[src/tmoe_params.svh]
// Constants for the timer output and edge control block.
// Assumes a single 10 MHz clock and a plain strobe register port.
//
// What this block does
// RL1: A mode bit selects transmit or demodulation; shared fields follow it.
// RL2: Transmit: two-bit field merges both timer outputs by AND, OR, NOR, NAND.
// RL3: Demodulation: same field picks rising, falling or both edges.
// RL4: Transmit submode picks alternating or normal; normal ends alternating at once.
// RL5: Submode 10 forces long output low, 11 forces it high, at once.
// RL6: Demodulation: submode sets the glitch filter width.
// RL7: Short output takes its initial-level bit when counting starts.
// RL8: Short output is inverse of its initial bit while disabled.
// RL9: Long output takes its initial bit at start, unless forced.
// RL10: Long output is inverse of initial bit while disabled and unforced.
// RL11: Demodulation rising edge sets a flag; writing one clears it.
// RL12: Demodulation falling edge sets a flag; writing one clears it.
// RL13: Software keeps initial-level bits steady while counters run.
// RL14: Combined enable drives the combined pin with the selected function.
// RL15: Alternating mode hands the run enable between the timers in turn.
`ifndef TMOE_PARAMS_SVH
`define TMOE_PARAMS_SVH

// ***************************************************
// Register offsets
// ***************************************************
`define TMOE_OFS_EDGE_CTRL   8'h01
`define TMOE_OFS_PAIR_CTRL3  8'h03
`define TMOE_OFS_RUN_CTRL    8'h10
`define TMOE_OFS_IRQ_STAT    8'h11
`define TMOE_OFS_IRQ_MASK    8'h12

// ***************************************************
// Field positions of the edge control register
// ***************************************************
`define TMOE_BIT_MODE        7
`define TMOE_BIT_COMB_EN     6
`define TMOE_BIT_SEL_HI      5
`define TMOE_BIT_SEL_LO      4
`define TMOE_BIT_SUB_HI      3
`define TMOE_BIT_SUB_LO      2
`define TMOE_BIT_SHORT_INIT  1
`define TMOE_BIT_LONG_INIT   0

// Run control fields
`define TMOE_BIT_SHORT_RUN   0
`define TMOE_BIT_LONG_RUN    1

// Status and mask fields
`define TMOE_BIT_IRQ_RISE    0
`define TMOE_BIT_IRQ_FALL    1

// ***************************************************
// Reset values
// ***************************************************
`define TMOE_RST_EDGE_CTRL   8'h00
`define TMOE_RST_RUN_CTRL    2'h0
`define TMOE_RST_IRQ_MASK    2'h0
`define TMOE_RST_PAIR_LOW    5'h1F

// Glitch widths in cycles for each filter setting
`define TMOE_GLITCH_W0       4'h0
`define TMOE_GLITCH_W1       4'h2
`define TMOE_GLITCH_W2       4'h4
`define TMOE_GLITCH_W3       4'h8

`endif

[src/tmoe_pkg.sv]
// Types for the timer output and edge control block.
// Shared by the top and the glitch filter.
package tmoe_pkg;
   typedef enum logic [1:0] {
      TMOE_SUB_NORMAL = 2'h0,
      TMOE_SUB_ALT    = 2'h1,
      TMOE_SUB_FORCE0 = 2'h2,
      TMOE_SUB_FORCE1 = 2'h3
   } tmoe_sub_t;

   typedef enum logic [1:0] {
      TMOE_FN_AND  = 2'h0,
      TMOE_FN_OR   = 2'h1,
      TMOE_FN_NOR  = 2'h2,
      TMOE_FN_NAND = 2'h3
   } tmoe_fn_t;

   typedef enum logic [1:0] {
      TMOE_ALT_SHORT = 2'b01,
      TMOE_ALT_LONG  = 2'b10
   } tmoe_alt_t;
endpackage

[src/tmoe_glitch_filter.sv]
// Glitch filter: passes a level only after it has held for more than the width.
// Assumes the input is already synchronised to ref_clk_i.
`timescale 1ns/1ps
`include "tmoe_params.svh"
module tmoe_glitch_filter
   import tmoe_pkg::*;
(
   input  wire logic       ref_clk_i, // System clock
   input  wire logic       srst_i,    // Synchronous reset
   input  wire logic       din_i,     // Synchronised level
   input  wire logic [1:0] width_i,   // Filter width setting
   output logic            dout_o     // Filtered level
);
   logic [3:0] cnt;
   logic [3:0] next_cnt;
   logic       dout;
   logic       next_dout;
   logic [3:0] limit;

   always_comb begin
      unique case (width_i)
         2'h0: limit = `TMOE_GLITCH_W0;
         2'h1: limit = `TMOE_GLITCH_W1;
         2'h2: limit = `TMOE_GLITCH_W2;
         2'h3: limit = `TMOE_GLITCH_W3;
      endcase
   end

   // A pulse no longer than the limit never reaches the output
   always_comb begin
      next_cnt  = 4'h0;
      next_dout = dout;
      if (din_i != dout) begin
         if (cnt >= limit) begin
            next_dout = din_i;
         end else begin
            next_cnt = cnt + 4'h1;
         end
      end
   end

   always_ff @(posedge ref_clk_i) begin
      if (srst_i) begin
         cnt  <= 4'h0;
         dout <= 1'b0;
      end else begin
         cnt  <= next_cnt;
         dout <= next_dout;
      end
   end

   assign dout_o = dout;
endmodule

[src/tmoe_top.sv]
// Output combining and edge detect control for an 8-bit and a 16-bit timer.
// Assumes the counting datapath supplies terminal-count pulses and follows the run enables driven from here.
//
// Our own choice: the plain strobed port.
`timescale 1ns/1ps
`include "tmoe_params.svh"
module tmoe_top
   import tmoe_pkg::*;
(
   input  wire logic       ref_clk_i,       // 10 MHz system clock
   input  wire logic       srst_i,          // Synchronous reset, active high
   input  wire logic [7:0] addr_i,          // Register address
   input  wire logic [7:0] wdata_i,         // Write data
   input  wire logic       wr_i,            // Write strobe
   input  wire logic       rd_i,            // Read strobe
   input  wire logic       short_tc_i,      // Short timer terminal count pulse
   input  wire logic       long_tc_i,       // Long timer terminal count pulse
   input  wire logic       wave_i,          // Waveform input pin
   output logic [7:0]      rdata_o,         // Read data, cycle after read strobe
   output logic            short_run_o,     // Short timer enable
   output logic            long_run_o,      // Long timer enable
   output logic            short_out_o,     // Short timer output
   output logic            long_out_o,      // Long timer output
   output logic            combined_pin_o,  // Combined output pin
   output logic            rise_pulse_o,    // Detected rising edge
   output logic            fall_pulse_o,    // Detected falling edge
   output logic            irq_o            // Level interrupt
);
   // ***************************************************
   // Register state
   // ***************************************************
   logic [7:0] edge_ctrl;
   logic [7:0] next_edge_ctrl;
   logic [1:0] run_ctrl;
   logic [1:0] next_run_ctrl;
   logic [1:0] irq_stat;
   logic [1:0] next_irq_stat;
   logic [1:0] irq_mask;
   logic [1:0] next_irq_mask;
   logic [7:0] rdata;
   logic [7:0] next_rdata;
   logic       irq;
   logic       next_irq;

   // ***************************************************
   // Output and edge state
   // ***************************************************
   logic       short_out;
   logic       next_short_out;
   logic       long_out;
   logic       next_long_out;
   logic       comb_pin;
   logic       next_comb_pin;
   logic       rise_p;
   logic       next_rise_p;
   logic       fall_p;
   logic       next_fall_p;
   tmoe_alt_t  alt_turn;
   tmoe_alt_t  next_alt_turn;
   logic       filt_q;
   logic [2:0] sync_q;
   logic       sync_lvl;
   logic       next_sync_lvl;
   logic       filt;

   logic       demod;
   tmoe_sub_t  sub;
   tmoe_fn_t   fn;
   logic       wr_edge;
   logic       wr_run;
   logic       short_start;
   logic       long_start;
   logic       rise_det;
   logic       fall_det;

   function automatic logic merge(input tmoe_fn_t f, input logic a, input logic b);
      unique case (f)
         TMOE_FN_AND:  merge = a & b;
         TMOE_FN_OR:   merge = a | b;
         TMOE_FN_NOR:  merge = ~(a | b);
         TMOE_FN_NAND: merge = ~(a & b);
      endcase
   endfunction

   function automatic logic hit(input logic [7:0] a, input logic [7:0] ofs);
      hit = (a == ofs);
   endfunction

   assign demod   = edge_ctrl[`TMOE_BIT_MODE]; // [RL1]
   assign sub     = tmoe_sub_t'(edge_ctrl[`TMOE_BIT_SUB_HI:`TMOE_BIT_SUB_LO]);
   assign fn      = tmoe_fn_t'(edge_ctrl[`TMOE_BIT_SEL_HI:`TMOE_BIT_SEL_LO]);
   assign wr_edge = wr_i & hit(addr_i, `TMOE_OFS_EDGE_CTRL);
   assign wr_run  = wr_i & hit(addr_i, `TMOE_OFS_RUN_CTRL);

   // ***************************************************
   // Input synchroniser, glitch filter and edge detect
   // ***************************************************
   // A pin change counts once the second and third stages agree
   always_comb begin
      next_sync_lvl = sync_lvl;
      if (sync_q[1] == sync_q[2]) begin
         next_sync_lvl = sync_q[2];
      end
   end

   always_ff @(posedge ref_clk_i) begin
      if (srst_i) begin
         sync_q   <= 3'h0;
         sync_lvl <= 1'b0;
         filt_q   <= 1'b0;
      end else begin
         sync_q   <= {sync_q[1:0], wave_i};
         sync_lvl <= next_sync_lvl;
         filt_q   <= filt;
      end
   end

   tmoe_glitch_filter u_filter (
      .ref_clk_i (ref_clk_i),
      .srst_i    (srst_i),
      .din_i     (sync_lvl),
      .width_i   (edge_ctrl[`TMOE_BIT_SUB_HI:`TMOE_BIT_SUB_LO]), // [RL6]
      .dout_o    (filt)
   );

   // Field 00 is falling only, 01 rising only, 1x both
   assign rise_det = demod & filt & ~filt_q & (fn != TMOE_FN_AND); // [RL3]
   assign fall_det = demod & ~filt & filt_q & (fn != TMOE_FN_OR);  // [RL3]

   // ***************************************************
   // Run enables and alternating hand-over
   // ***************************************************
   always_comb begin
      next_run_ctrl = run_ctrl;
      next_alt_turn = alt_turn;
      if (wr_run) begin
         next_run_ctrl = wdata_i[1:0];
         next_alt_turn = wdata_i[`TMOE_BIT_LONG_RUN] & ~wdata_i[`TMOE_BIT_SHORT_RUN]
                         ? TMOE_ALT_LONG : TMOE_ALT_SHORT;
      end else if (!demod && sub == TMOE_SUB_ALT && (run_ctrl != 2'h0)) begin
         // Only one timer runs; its terminal count passes the turn on
         unique case (alt_turn)
            TMOE_ALT_SHORT: begin
               next_run_ctrl = 2'b01;
               if (short_tc_i) begin
                  next_run_ctrl = 2'b10; // [RL15]
                  next_alt_turn = TMOE_ALT_LONG;
               end
            end
            TMOE_ALT_LONG: begin
               next_run_ctrl = 2'b10;
               if (long_tc_i) begin
                  next_run_ctrl = 2'b01; // [RL15]
                  next_alt_turn = TMOE_ALT_SHORT;
               end
            end
            default: begin
               next_alt_turn = TMOE_ALT_SHORT;
            end
         endcase
      end
   end

   assign short_start = next_run_ctrl[`TMOE_BIT_SHORT_RUN] & ~run_ctrl[`TMOE_BIT_SHORT_RUN];
   assign long_start  = next_run_ctrl[`TMOE_BIT_LONG_RUN] & ~run_ctrl[`TMOE_BIT_LONG_RUN];

   // ***************************************************
   // Control register, flags and interrupt
   // ***************************************************
   always_comb begin
      next_edge_ctrl = edge_ctrl;
      if (wr_edge) begin
         next_edge_ctrl = wdata_i;
         if (wdata_i[`TMOE_BIT_MODE]) begin
            // Flag bits are write-one-to-clear in demodulation
            next_edge_ctrl[`TMOE_BIT_SHORT_INIT] = edge_ctrl[`TMOE_BIT_SHORT_INIT]
                                                 & ~wdata_i[`TMOE_BIT_SHORT_INIT]; // [RL11]
            next_edge_ctrl[`TMOE_BIT_LONG_INIT]  = edge_ctrl[`TMOE_BIT_LONG_INIT]
                                                 & ~wdata_i[`TMOE_BIT_LONG_INIT];  // [RL12]
         end
      end
      // Set wins over a same-cycle clear
      if (rise_det) begin
         next_edge_ctrl[`TMOE_BIT_SHORT_INIT] = 1'b1; // [RL11]
      end
      if (fall_det) begin
         next_edge_ctrl[`TMOE_BIT_LONG_INIT] = 1'b1;  // [RL12]
      end
   end

   always_comb begin
      next_irq_mask = irq_mask;
      next_irq_stat = irq_stat;
      if (wr_i && hit(addr_i, `TMOE_OFS_IRQ_MASK)) begin
         next_irq_mask = wdata_i[1:0];
      end
      if (rd_i && hit(addr_i, `TMOE_OFS_IRQ_STAT)) begin
         next_irq_stat = 2'h0;
      end
      next_irq_stat[`TMOE_BIT_IRQ_RISE] = next_irq_stat[`TMOE_BIT_IRQ_RISE] | rise_det;
      next_irq_stat[`TMOE_BIT_IRQ_FALL] = next_irq_stat[`TMOE_BIT_IRQ_FALL] | fall_det;
      next_irq = |(next_irq_stat & next_irq_mask);
   end

   always_comb begin
      next_rdata = 8'h00;
      if (rd_i) begin
         unique case (1'b1)
            hit(addr_i, `TMOE_OFS_EDGE_CTRL):  next_rdata = edge_ctrl;
            hit(addr_i, `TMOE_OFS_PAIR_CTRL3): next_rdata = {3'h0, `TMOE_RST_PAIR_LOW};
            hit(addr_i, `TMOE_OFS_RUN_CTRL):   next_rdata = {6'h00, run_ctrl};
            hit(addr_i, `TMOE_OFS_IRQ_STAT):   next_rdata = {6'h00, irq_stat};
            hit(addr_i, `TMOE_OFS_IRQ_MASK):   next_rdata = {6'h00, irq_mask};
            default:                           next_rdata = 8'h00;
         endcase
      end
   end

   // ***************************************************
   // Timer outputs and combined pin
   // ***************************************************
   // Initial-level bits are trusted steady while running; no resync on change [RL13]
   always_comb begin
      next_short_out = short_out;
      next_long_out  = long_out;
      if (!demod) begin
         if (!next_run_ctrl[`TMOE_BIT_SHORT_RUN]) begin
            next_short_out = ~edge_ctrl[`TMOE_BIT_SHORT_INIT]; // [RL8]
         end else if (short_start) begin
            next_short_out = edge_ctrl[`TMOE_BIT_SHORT_INIT];  // [RL7]
         end else if (short_tc_i) begin
            next_short_out = ~short_out;
         end
         if (sub == TMOE_SUB_FORCE0) begin
            next_long_out = 1'b0; // [RL5]
         end else if (sub == TMOE_SUB_FORCE1) begin
            next_long_out = 1'b1; // [RL5]
         end else if (!next_run_ctrl[`TMOE_BIT_LONG_RUN]) begin
            next_long_out = ~edge_ctrl[`TMOE_BIT_LONG_INIT]; // [RL10]
         end else if (long_start) begin
            next_long_out = edge_ctrl[`TMOE_BIT_LONG_INIT];  // [RL9]
         end else if (long_tc_i) begin
            next_long_out = ~long_out;
         end
      end
      next_comb_pin = 1'b0;
      if (edge_ctrl[`TMOE_BIT_COMB_EN]) begin
         next_comb_pin = merge(fn, next_short_out, next_long_out); // [RL2] [RL14]
      end
      next_rise_p = rise_det;
      next_fall_p = fall_det;
   end

   // ***************************************************
   // Registers
   // ***************************************************
   // Writing normal submode reaches the run logic next cycle, ending alternation [RL4]
   always_ff @(posedge ref_clk_i) begin
      if (srst_i) begin
         edge_ctrl <= `TMOE_RST_EDGE_CTRL;
         run_ctrl  <= `TMOE_RST_RUN_CTRL;
         alt_turn  <= TMOE_ALT_SHORT;
         irq_stat  <= 2'h0;
         irq_mask  <= `TMOE_RST_IRQ_MASK;
         irq       <= 1'b0;
         rdata     <= 8'h00;
         short_out <= 1'b1;
         long_out  <= 1'b1;
         comb_pin  <= 1'b0;
         rise_p    <= 1'b0;
         fall_p    <= 1'b0;
      end else begin
         edge_ctrl <= next_edge_ctrl;
         run_ctrl  <= next_run_ctrl;
         alt_turn  <= next_alt_turn;
         irq_stat  <= next_irq_stat;
         irq_mask  <= next_irq_mask;
         irq       <= next_irq;
         rdata     <= next_rdata;
         short_out <= next_short_out;
         long_out  <= next_long_out;
         comb_pin  <= next_comb_pin;
         rise_p    <= next_rise_p;
         fall_p    <= next_fall_p;
      end
   end

   assign rdata_o        = rdata;
   assign short_run_o    = run_ctrl[`TMOE_BIT_SHORT_RUN];
   assign long_run_o     = run_ctrl[`TMOE_BIT_LONG_RUN];
   assign short_out_o    = short_out;
   assign long_out_o     = long_out;
   assign combined_pin_o = comb_pin;
   assign rise_pulse_o   = rise_p;
   assign fall_pulse_o   = fall_p;
   assign irq_o          = irq;
endmodule

[config.mk]
export PLATFORM = sky130hd
export DESIGN_NAME = tmoe_top
export DESIGN_NICKNAME = d
export VERILOG_FILES = /design/src/tmoe_pkg.sv /design/src/tmoe_glitch_filter.sv /design/src/tmoe_top.sv
export VERILOG_INCLUDE_DIRS = /design/src
export SDC_FILE = /design/constraint.sdc
export NUM_CORES = 1
export LEC_CHECK = 0
export ABC_AREA = 1
export BUFFER_PORTS_ARGS = -buffer_cell sky130_fd_sc_hd__buf_2
export CELL_PAD_IN_SITES_DETAIL_PLACEMENT = 1
export CELL_PAD_IN_SITES_GLOBAL_PLACEMENT = 2
export CORE_MARGIN = 1.5
export CORE_UTILIZATION = 31
export CTS_CLUSTER_DIAMETER = 150
export CTS_CLUSTER_SIZE = 40
export DETAILED_ROUTE_END_ITERATION = 12
export PLACE_DENSITY_LB_ADDON = 0.1
export SLEW_MARGIN = 20
export SYNTH_ARGS = -nofsm -noshare
export SYNTH_HDL_FRONTEND = slang
export SYNTH_HIERARCHICAL = 1
export SYNTH_SLANG_ARGS = --single-unit
export TNS_END_PERCENT = 1
[constraint.sdc]
create_clock -name ref_clk_i -period 2.2 [get_ports ref_clk_i]
set_input_delay 0.22 -clock ref_clk_i [delete_from_list [all_inputs] [get_ports ref_clk_i]]
set_output_delay 0.22 -clock ref_clk_i [all_outputs]
set_load 0.01 [all_outputs]
== Word-level counts from Yosys, hierarchy flattened ==
Cells that the tools add are included.
Storage, ports and cells
  flip-flop bits (word level): 40
  input bits: 23
  output and inout port bits: 16
  logic and storage cells: 120
Cells by class
  $add $sub $neg: 1
  $lt $le $gt $ge: 1
  equality and inequality tests: 18
  mux-type cells: 30
  bitwise gates (word level): 33
  reduce and logical (&&, ||, !) cells: 18
Operator list (count)
  $pmux W8 S5: 1
  $mux W2: 13
  $eq A8 B5 Y1 const B: 3
  $pmux W4 S4: 1
  $not A1 Y1: 15
  $and A1 B1 Y1: 14
  $mux W1: 12
  $eq A2 B2 Y1 const B: 5
  $reduce_bool A2 Y1: 5
  $eq A8 B1 Y1 const B: 1
  $eq A8 B2 Y1 const B: 1
  $pmux W2 S2: 2
  $eq A2 B1 Y1 const B: 3
  $ne A3 B3 Y1 const B: 2
  $reduce_or A2 Y1: 3
  $add A4 B1 Y4 const B: 1
  $ge A4 B4 Y1: 1
  $logic_and A1 B1 Y1: 4
  $logic_not A2 Y1: 2
  $pmux W1 S4: 1
  $or A1 B1 Y1: 3
  $reduce_and A3 Y1: 1
  $reduce_or A3 Y1: 1
  $and A2 B2 Y2: 1
  other kinds (5): 5

== Logic depth before layout (Yosys ltp) ==
  depth after elaboration: 14
  mapped depth: 16
  depth with buffers taken out: 16

== Hierarchy ==
The synthesis kept the hierarchy.
By module, submodules not included
  tmoe_top: times used 1, cells each 229, area each 1700.4 sq um, sequential area each 700.7 sq um
  tmoe_glitch_filter: times used 1, cells each 39, area each 300.3 sq um, sequential area each 100.1 sq um

== Least setup slack after synthesis ==
No wires, ideal clock.
  kind: register to register
  from: register alt_turn[0]
  to: register comb_pin (netlist: combined_pin_o)
  library setup time: 0.114 ns
  data arrival time: 1.491 ns
  required time: 2.086 ns
  slack: 0.595 ns
  cell stages (with the launch flop): 15
  path buffers: 0
  path through: dfxtp_1 -> inv_1 -> ha_1 -> inv_1 -> nand3_1 -> nand2_1 -> nand2_1 -> nand3_2 -> nand2_2 -> nand2_2 -> nand3_2 -> a21oi_1 -> nand2_1 -> nand3_1 -> a21oi_2
On the way
  word-level cells in the longest chain between the ends: 13
  elaborated cells on any way between the ends: 20
RTL lines
  start: declaration: RTL line tmoe_top.sv:58  | tmoe_alt_t alt_turn;
  start signal: assignment: RTL line tmoe_top.sv:275  | alt_turn <= next_alt_turn;
  $eq A2 B2 Y1 / $eq A2 B1 Y1 (equally long branches): RTL line tmoe_top.sv:142  | unique case (alt_turn)
  $pmux W2 S2 *: RTL line tmoe_top.sv:142
  $mux W2 *: RTL line tmoe_top.sv:140  | end else if (!demod && sub == TMOE_SUB_ALT && (run_ctrl != 2'h0)) begin
  $mux W2 *: RTL line tmoe_top.sv:136  | if (wr_run) begin
  $and A1 B1 Y1: RTL line tmoe_top.sv:165  | assign long_start = next_run_ctrl[`TMOE_BIT_LONG_RUN] & ~run_ctrl[`TMOE_BIT_LONG_RUN];
  $mux W1: RTL line tmoe_top.sv:240  | end else if (long_start) begin
  $mux W1: RTL line tmoe_top.sv:238  | end else if (!next_run_ctrl[`TMOE_BIT_LONG_RUN]) begin
  $mux W1: RTL line tmoe_top.sv:236  | end else if (sub == TMOE_SUB_FORCE1) begin
  $mux W1: RTL line tmoe_top.sv:234  | if (sub == TMOE_SUB_FORCE0) begin
  $mux W1: RTL line tmoe_top.sv:226  | if (!demod) begin
  $and A1 B1 Y1 / $or A1 B1 Y1 (equally long branches)
  $not A1 Y1 (on tied branches): RTL line tmoe_top.sv:81, tmoe_top.sv:80
  $pmux W1 S4 *: RTL line tmoe_top.sv:77  | unique case (f)
  end signal: assignment: RTL line tmoe_top.sv:282  | comb_pin <= next_comb_pin;
  end: declaration: RTL line tmoe_top.sv:52  | logic comb_pin;
Mark *: on every way between the ends. The rest lies on a longest branch, timed or not.
A chain may end at the register's enable or synchronous reset.

== Final worst setup path ==
Same ends and word-level chain as after synthesis.

==> results.txt <==
Status = finished clean
Min Tclk post-route = 1.782 ns
CP startpoint kind = flop
Final wirelength = 5212 µm
Leakage = 1.093 nW
CP Capture Type = flop
Max Cap Viol = 0
Seq cells post-synth = 40
Final Cycle Share = 80.98%
Die ar. = 6945 µm²
Post-CTS Setup Inserts = 0
Number of global-route vias before repair = 1835
Total clock sinks = 40
# port buffers = 38
Initial antenna violation count = 0
RSZ-0062 raised after global routing = no
Most common cell after layout, fill and taps aside = nand2_1
Cell Area, Synth = 2001 µm²
Number of enable flip-flop cells after synthesis = 0
Avg Cell Area, Syn = 7.465 µm²
Drt drc = 0
CP Data Required Time = 2.44 ns
Library cells used by synthesis = 42
CTS H-tree lvls = 2
Nets = 339
Io pins = 39
Final setup TNS = 0 ns
Peak VDD IR = 0.3001 mV
Layout Skew = 0.006766 ns
Warnings from Yosys = 6
TritonRoute pass-1 iters = 4
Hold_buf cts = 0
Mux contribution to synthesized area = 0%
First-pass GRT wire length = 8914 µm
Placed insts = 380
Max frequency = 561.3 MHz
Fin util = 37.73%
Vias after detailed routing = 1781
Clk Latency, worst-skew pair = 0.30 ns
Filler cell count in the final layout = 813
Max_slew headroom = 68.21%
Share of post-route cells with drive strength above 1 = 26.37%
Final ANT Viol Nets = 0
CTS root buf = clkbuf_8
RD Place Congestion = 0.7606
Worst hold path class = in -> reg
Worst slew pin tran = 0.4726 ns
Power per Cell Area = 553.8 nW/µm²
Largest net degree at the start of global routing = 19
Syn_nets = 297
Most frequent cells in the layout = 49 x nand2_1, 40 x dfxtp_1, 38 x inv_1, 38 x buf_2, 29 x nor2_1
DP Wirelength = 4236 µm
Critical path arrival = 2.02 ns
Synth Area in Compound Gates = 13.07%
Post_cts resized = 0
Final hold violation count = 0
Clock slew seen by the registers of the worst setup and hold paths = 0.07 ns
# rows = 29
Layout Cells excl Fill = 388
Main combinational cell family by area after synthesis = simple AND/OR/NAND/NOR gates
Worst Path Max Fanout = 3
CTS tree = yes
Starting Density = 31.87%
GR Overflow Total = 0
Simple-Gate Fraction of Synth Area = 30.46%
GRT Total Usage = 16.43%
Post-synth ARST share = 0%
Longest Clk Path Bufs = 2
Routed len/inst = 13.43 µm
Post-Synth XOR/XNOR Area = 1.751%
CTS Buf Count = 5
CORE AREA = 6277 µm²
Final slew viol count = 0
Antenna diodes = 0
DRT iter0 DRCs = 53
Vias per inst = 4.590
Die Y = 83.34 µm
Post-Synth Adder-Cell Area = 3.752%
Endpoints failing setup = 0
Flop2flop setup slack = 0.42 ns
Main synth FF type = dfxtp_1
Die width = 83.34 µm
Sequential share of the synthesized area = 40.03%
CP Class = reg -> reg
Post-Syn Instances = 268
Layout area overhead = 18.39%
==> logic make-up after synthesis <==
family,count (synthesis)
AO/OA/AOI/OAI,42
XOR/XNOR,4
adder cells (fa/ha/maj),6
buffers and inverters,56
flip-flops,40
AND/OR/NAND/NOR,120
==> sequential cells by signal, indices dropped and copies added (netlist names) <==
name and count:
edge_ctrl 8, rdata_o 8, u_filter/cnt 4, sync_q 3, alt_turn 2, irq_mask 2, irq_stat 2, run_ctrl 2
combined_pin_o 1, fall_pulse_o 1, filt_q 1, irq_o 1, long_out_o 1, rise_pulse_o 1, short_out_o 1, sync_lvl 1
u_filter/dout_o 1
==> cell usage after synthesis (all sizes together) (2+ instances only) <==
| library cell | number | area share (%) |
|---|---|---|
| nand2 | 60 | 13 |
| inv | 50 | 9.5 |
| dfxtp | 40 | 40 |
| nor2 | 33 | 7.6 |
| a21oi | 19 | 5.5 |
| nand3 | 17 | 5.6 |
| o21ai | 10 | 2.5 |
| ha | 6 | 3.8 |
| nand4 | 4 | 1.6 |
| clkbuf | 3 | 0.56 |
| nor3 | 3 | 1.0 |
| nor4 | 3 | 1.3 |
| xnor2 | 3 | 1.3 |
| a221oi | 2 | 0.88 |
| a31oi | 2 | 0.63 |
| clkinv | 2 | 0.63 |
| o211ai | 2 | 0.75 |
==> where the power goes <==
group	total, W	switching [W]	internal, W	leakage, nW
combinational	0.0000826	0.0000529	0.0000296	0.725
clock	0.000501	0.000245	0.000256	0.0455
sequential	0.000728	0.00000171	0.000727	0.323
==> metal layers <==
layer | routed length (µm) | vias up | track usage, %
met5 | 0 | - | 0
met4 | 76 | 0 | 5.909
met3 | 175 | 8 | 3.877
met2 | 2448 | 25 | 27.79
met1 | 2511 | 810 | 20.34
li1 | - | 938 | -
==> critical path: stages, from the launching register on <==
cell and delay (ns):
dfxtp_1 0.34, inv_1 0.06, ha_1 0.32, inv_1 0.08, nand3_1 0.07, nand2_1 0.07
nand2_1 0.05, nand2_1 0.06, nand2_1 0.06, nand2_1 0.08, nand2_1 0.05, nand3_1 0.08
nand2_1 0.09, o21bai_1 0.15, nand2_1 0.08, a21oi_2 0.11
==> path summary, 6_finish.rpt <==
kind | from | endpoint | cells after the start
max | alt_turn[0] | combined_pin_o | 15
min | wave_i | sync_q[0] | 3
max reg2reg | alt_turn[0] | combined_pin_o | 15
min reg2reg | sync_q[0] | sync_q[1] | 2
==> stage by stage <==
stage               worst slack [ns]  total power, W  instance area, µm²  hold WS (ns)
floorplan                     0.5945       0.0007888                2001        0.3270
global placement              0.2424       0.0008281                2278        0.3904
detailed placement            0.2448       0.0008291                2278        0.4000
CTS                           0.4122        0.001339                2369        0.1201
global route                  0.1490        0.001370                2369        0.1529
finish                        0.4184        0.001312                2369        0.1271
==> area by class of cell <==
cell class	count	area, µm²	area share [%]
repair buffers	39	197.7	8.347
multi-input cells	172	980.9	41.42
inverters	52	202.7	8.558
clock buffers	8	90.09	3.803
flip-flops and latches	40	800.8	33.81
well taps	77	96.34	4.068
Note: power is estimated with default switching activity, not from simulation.
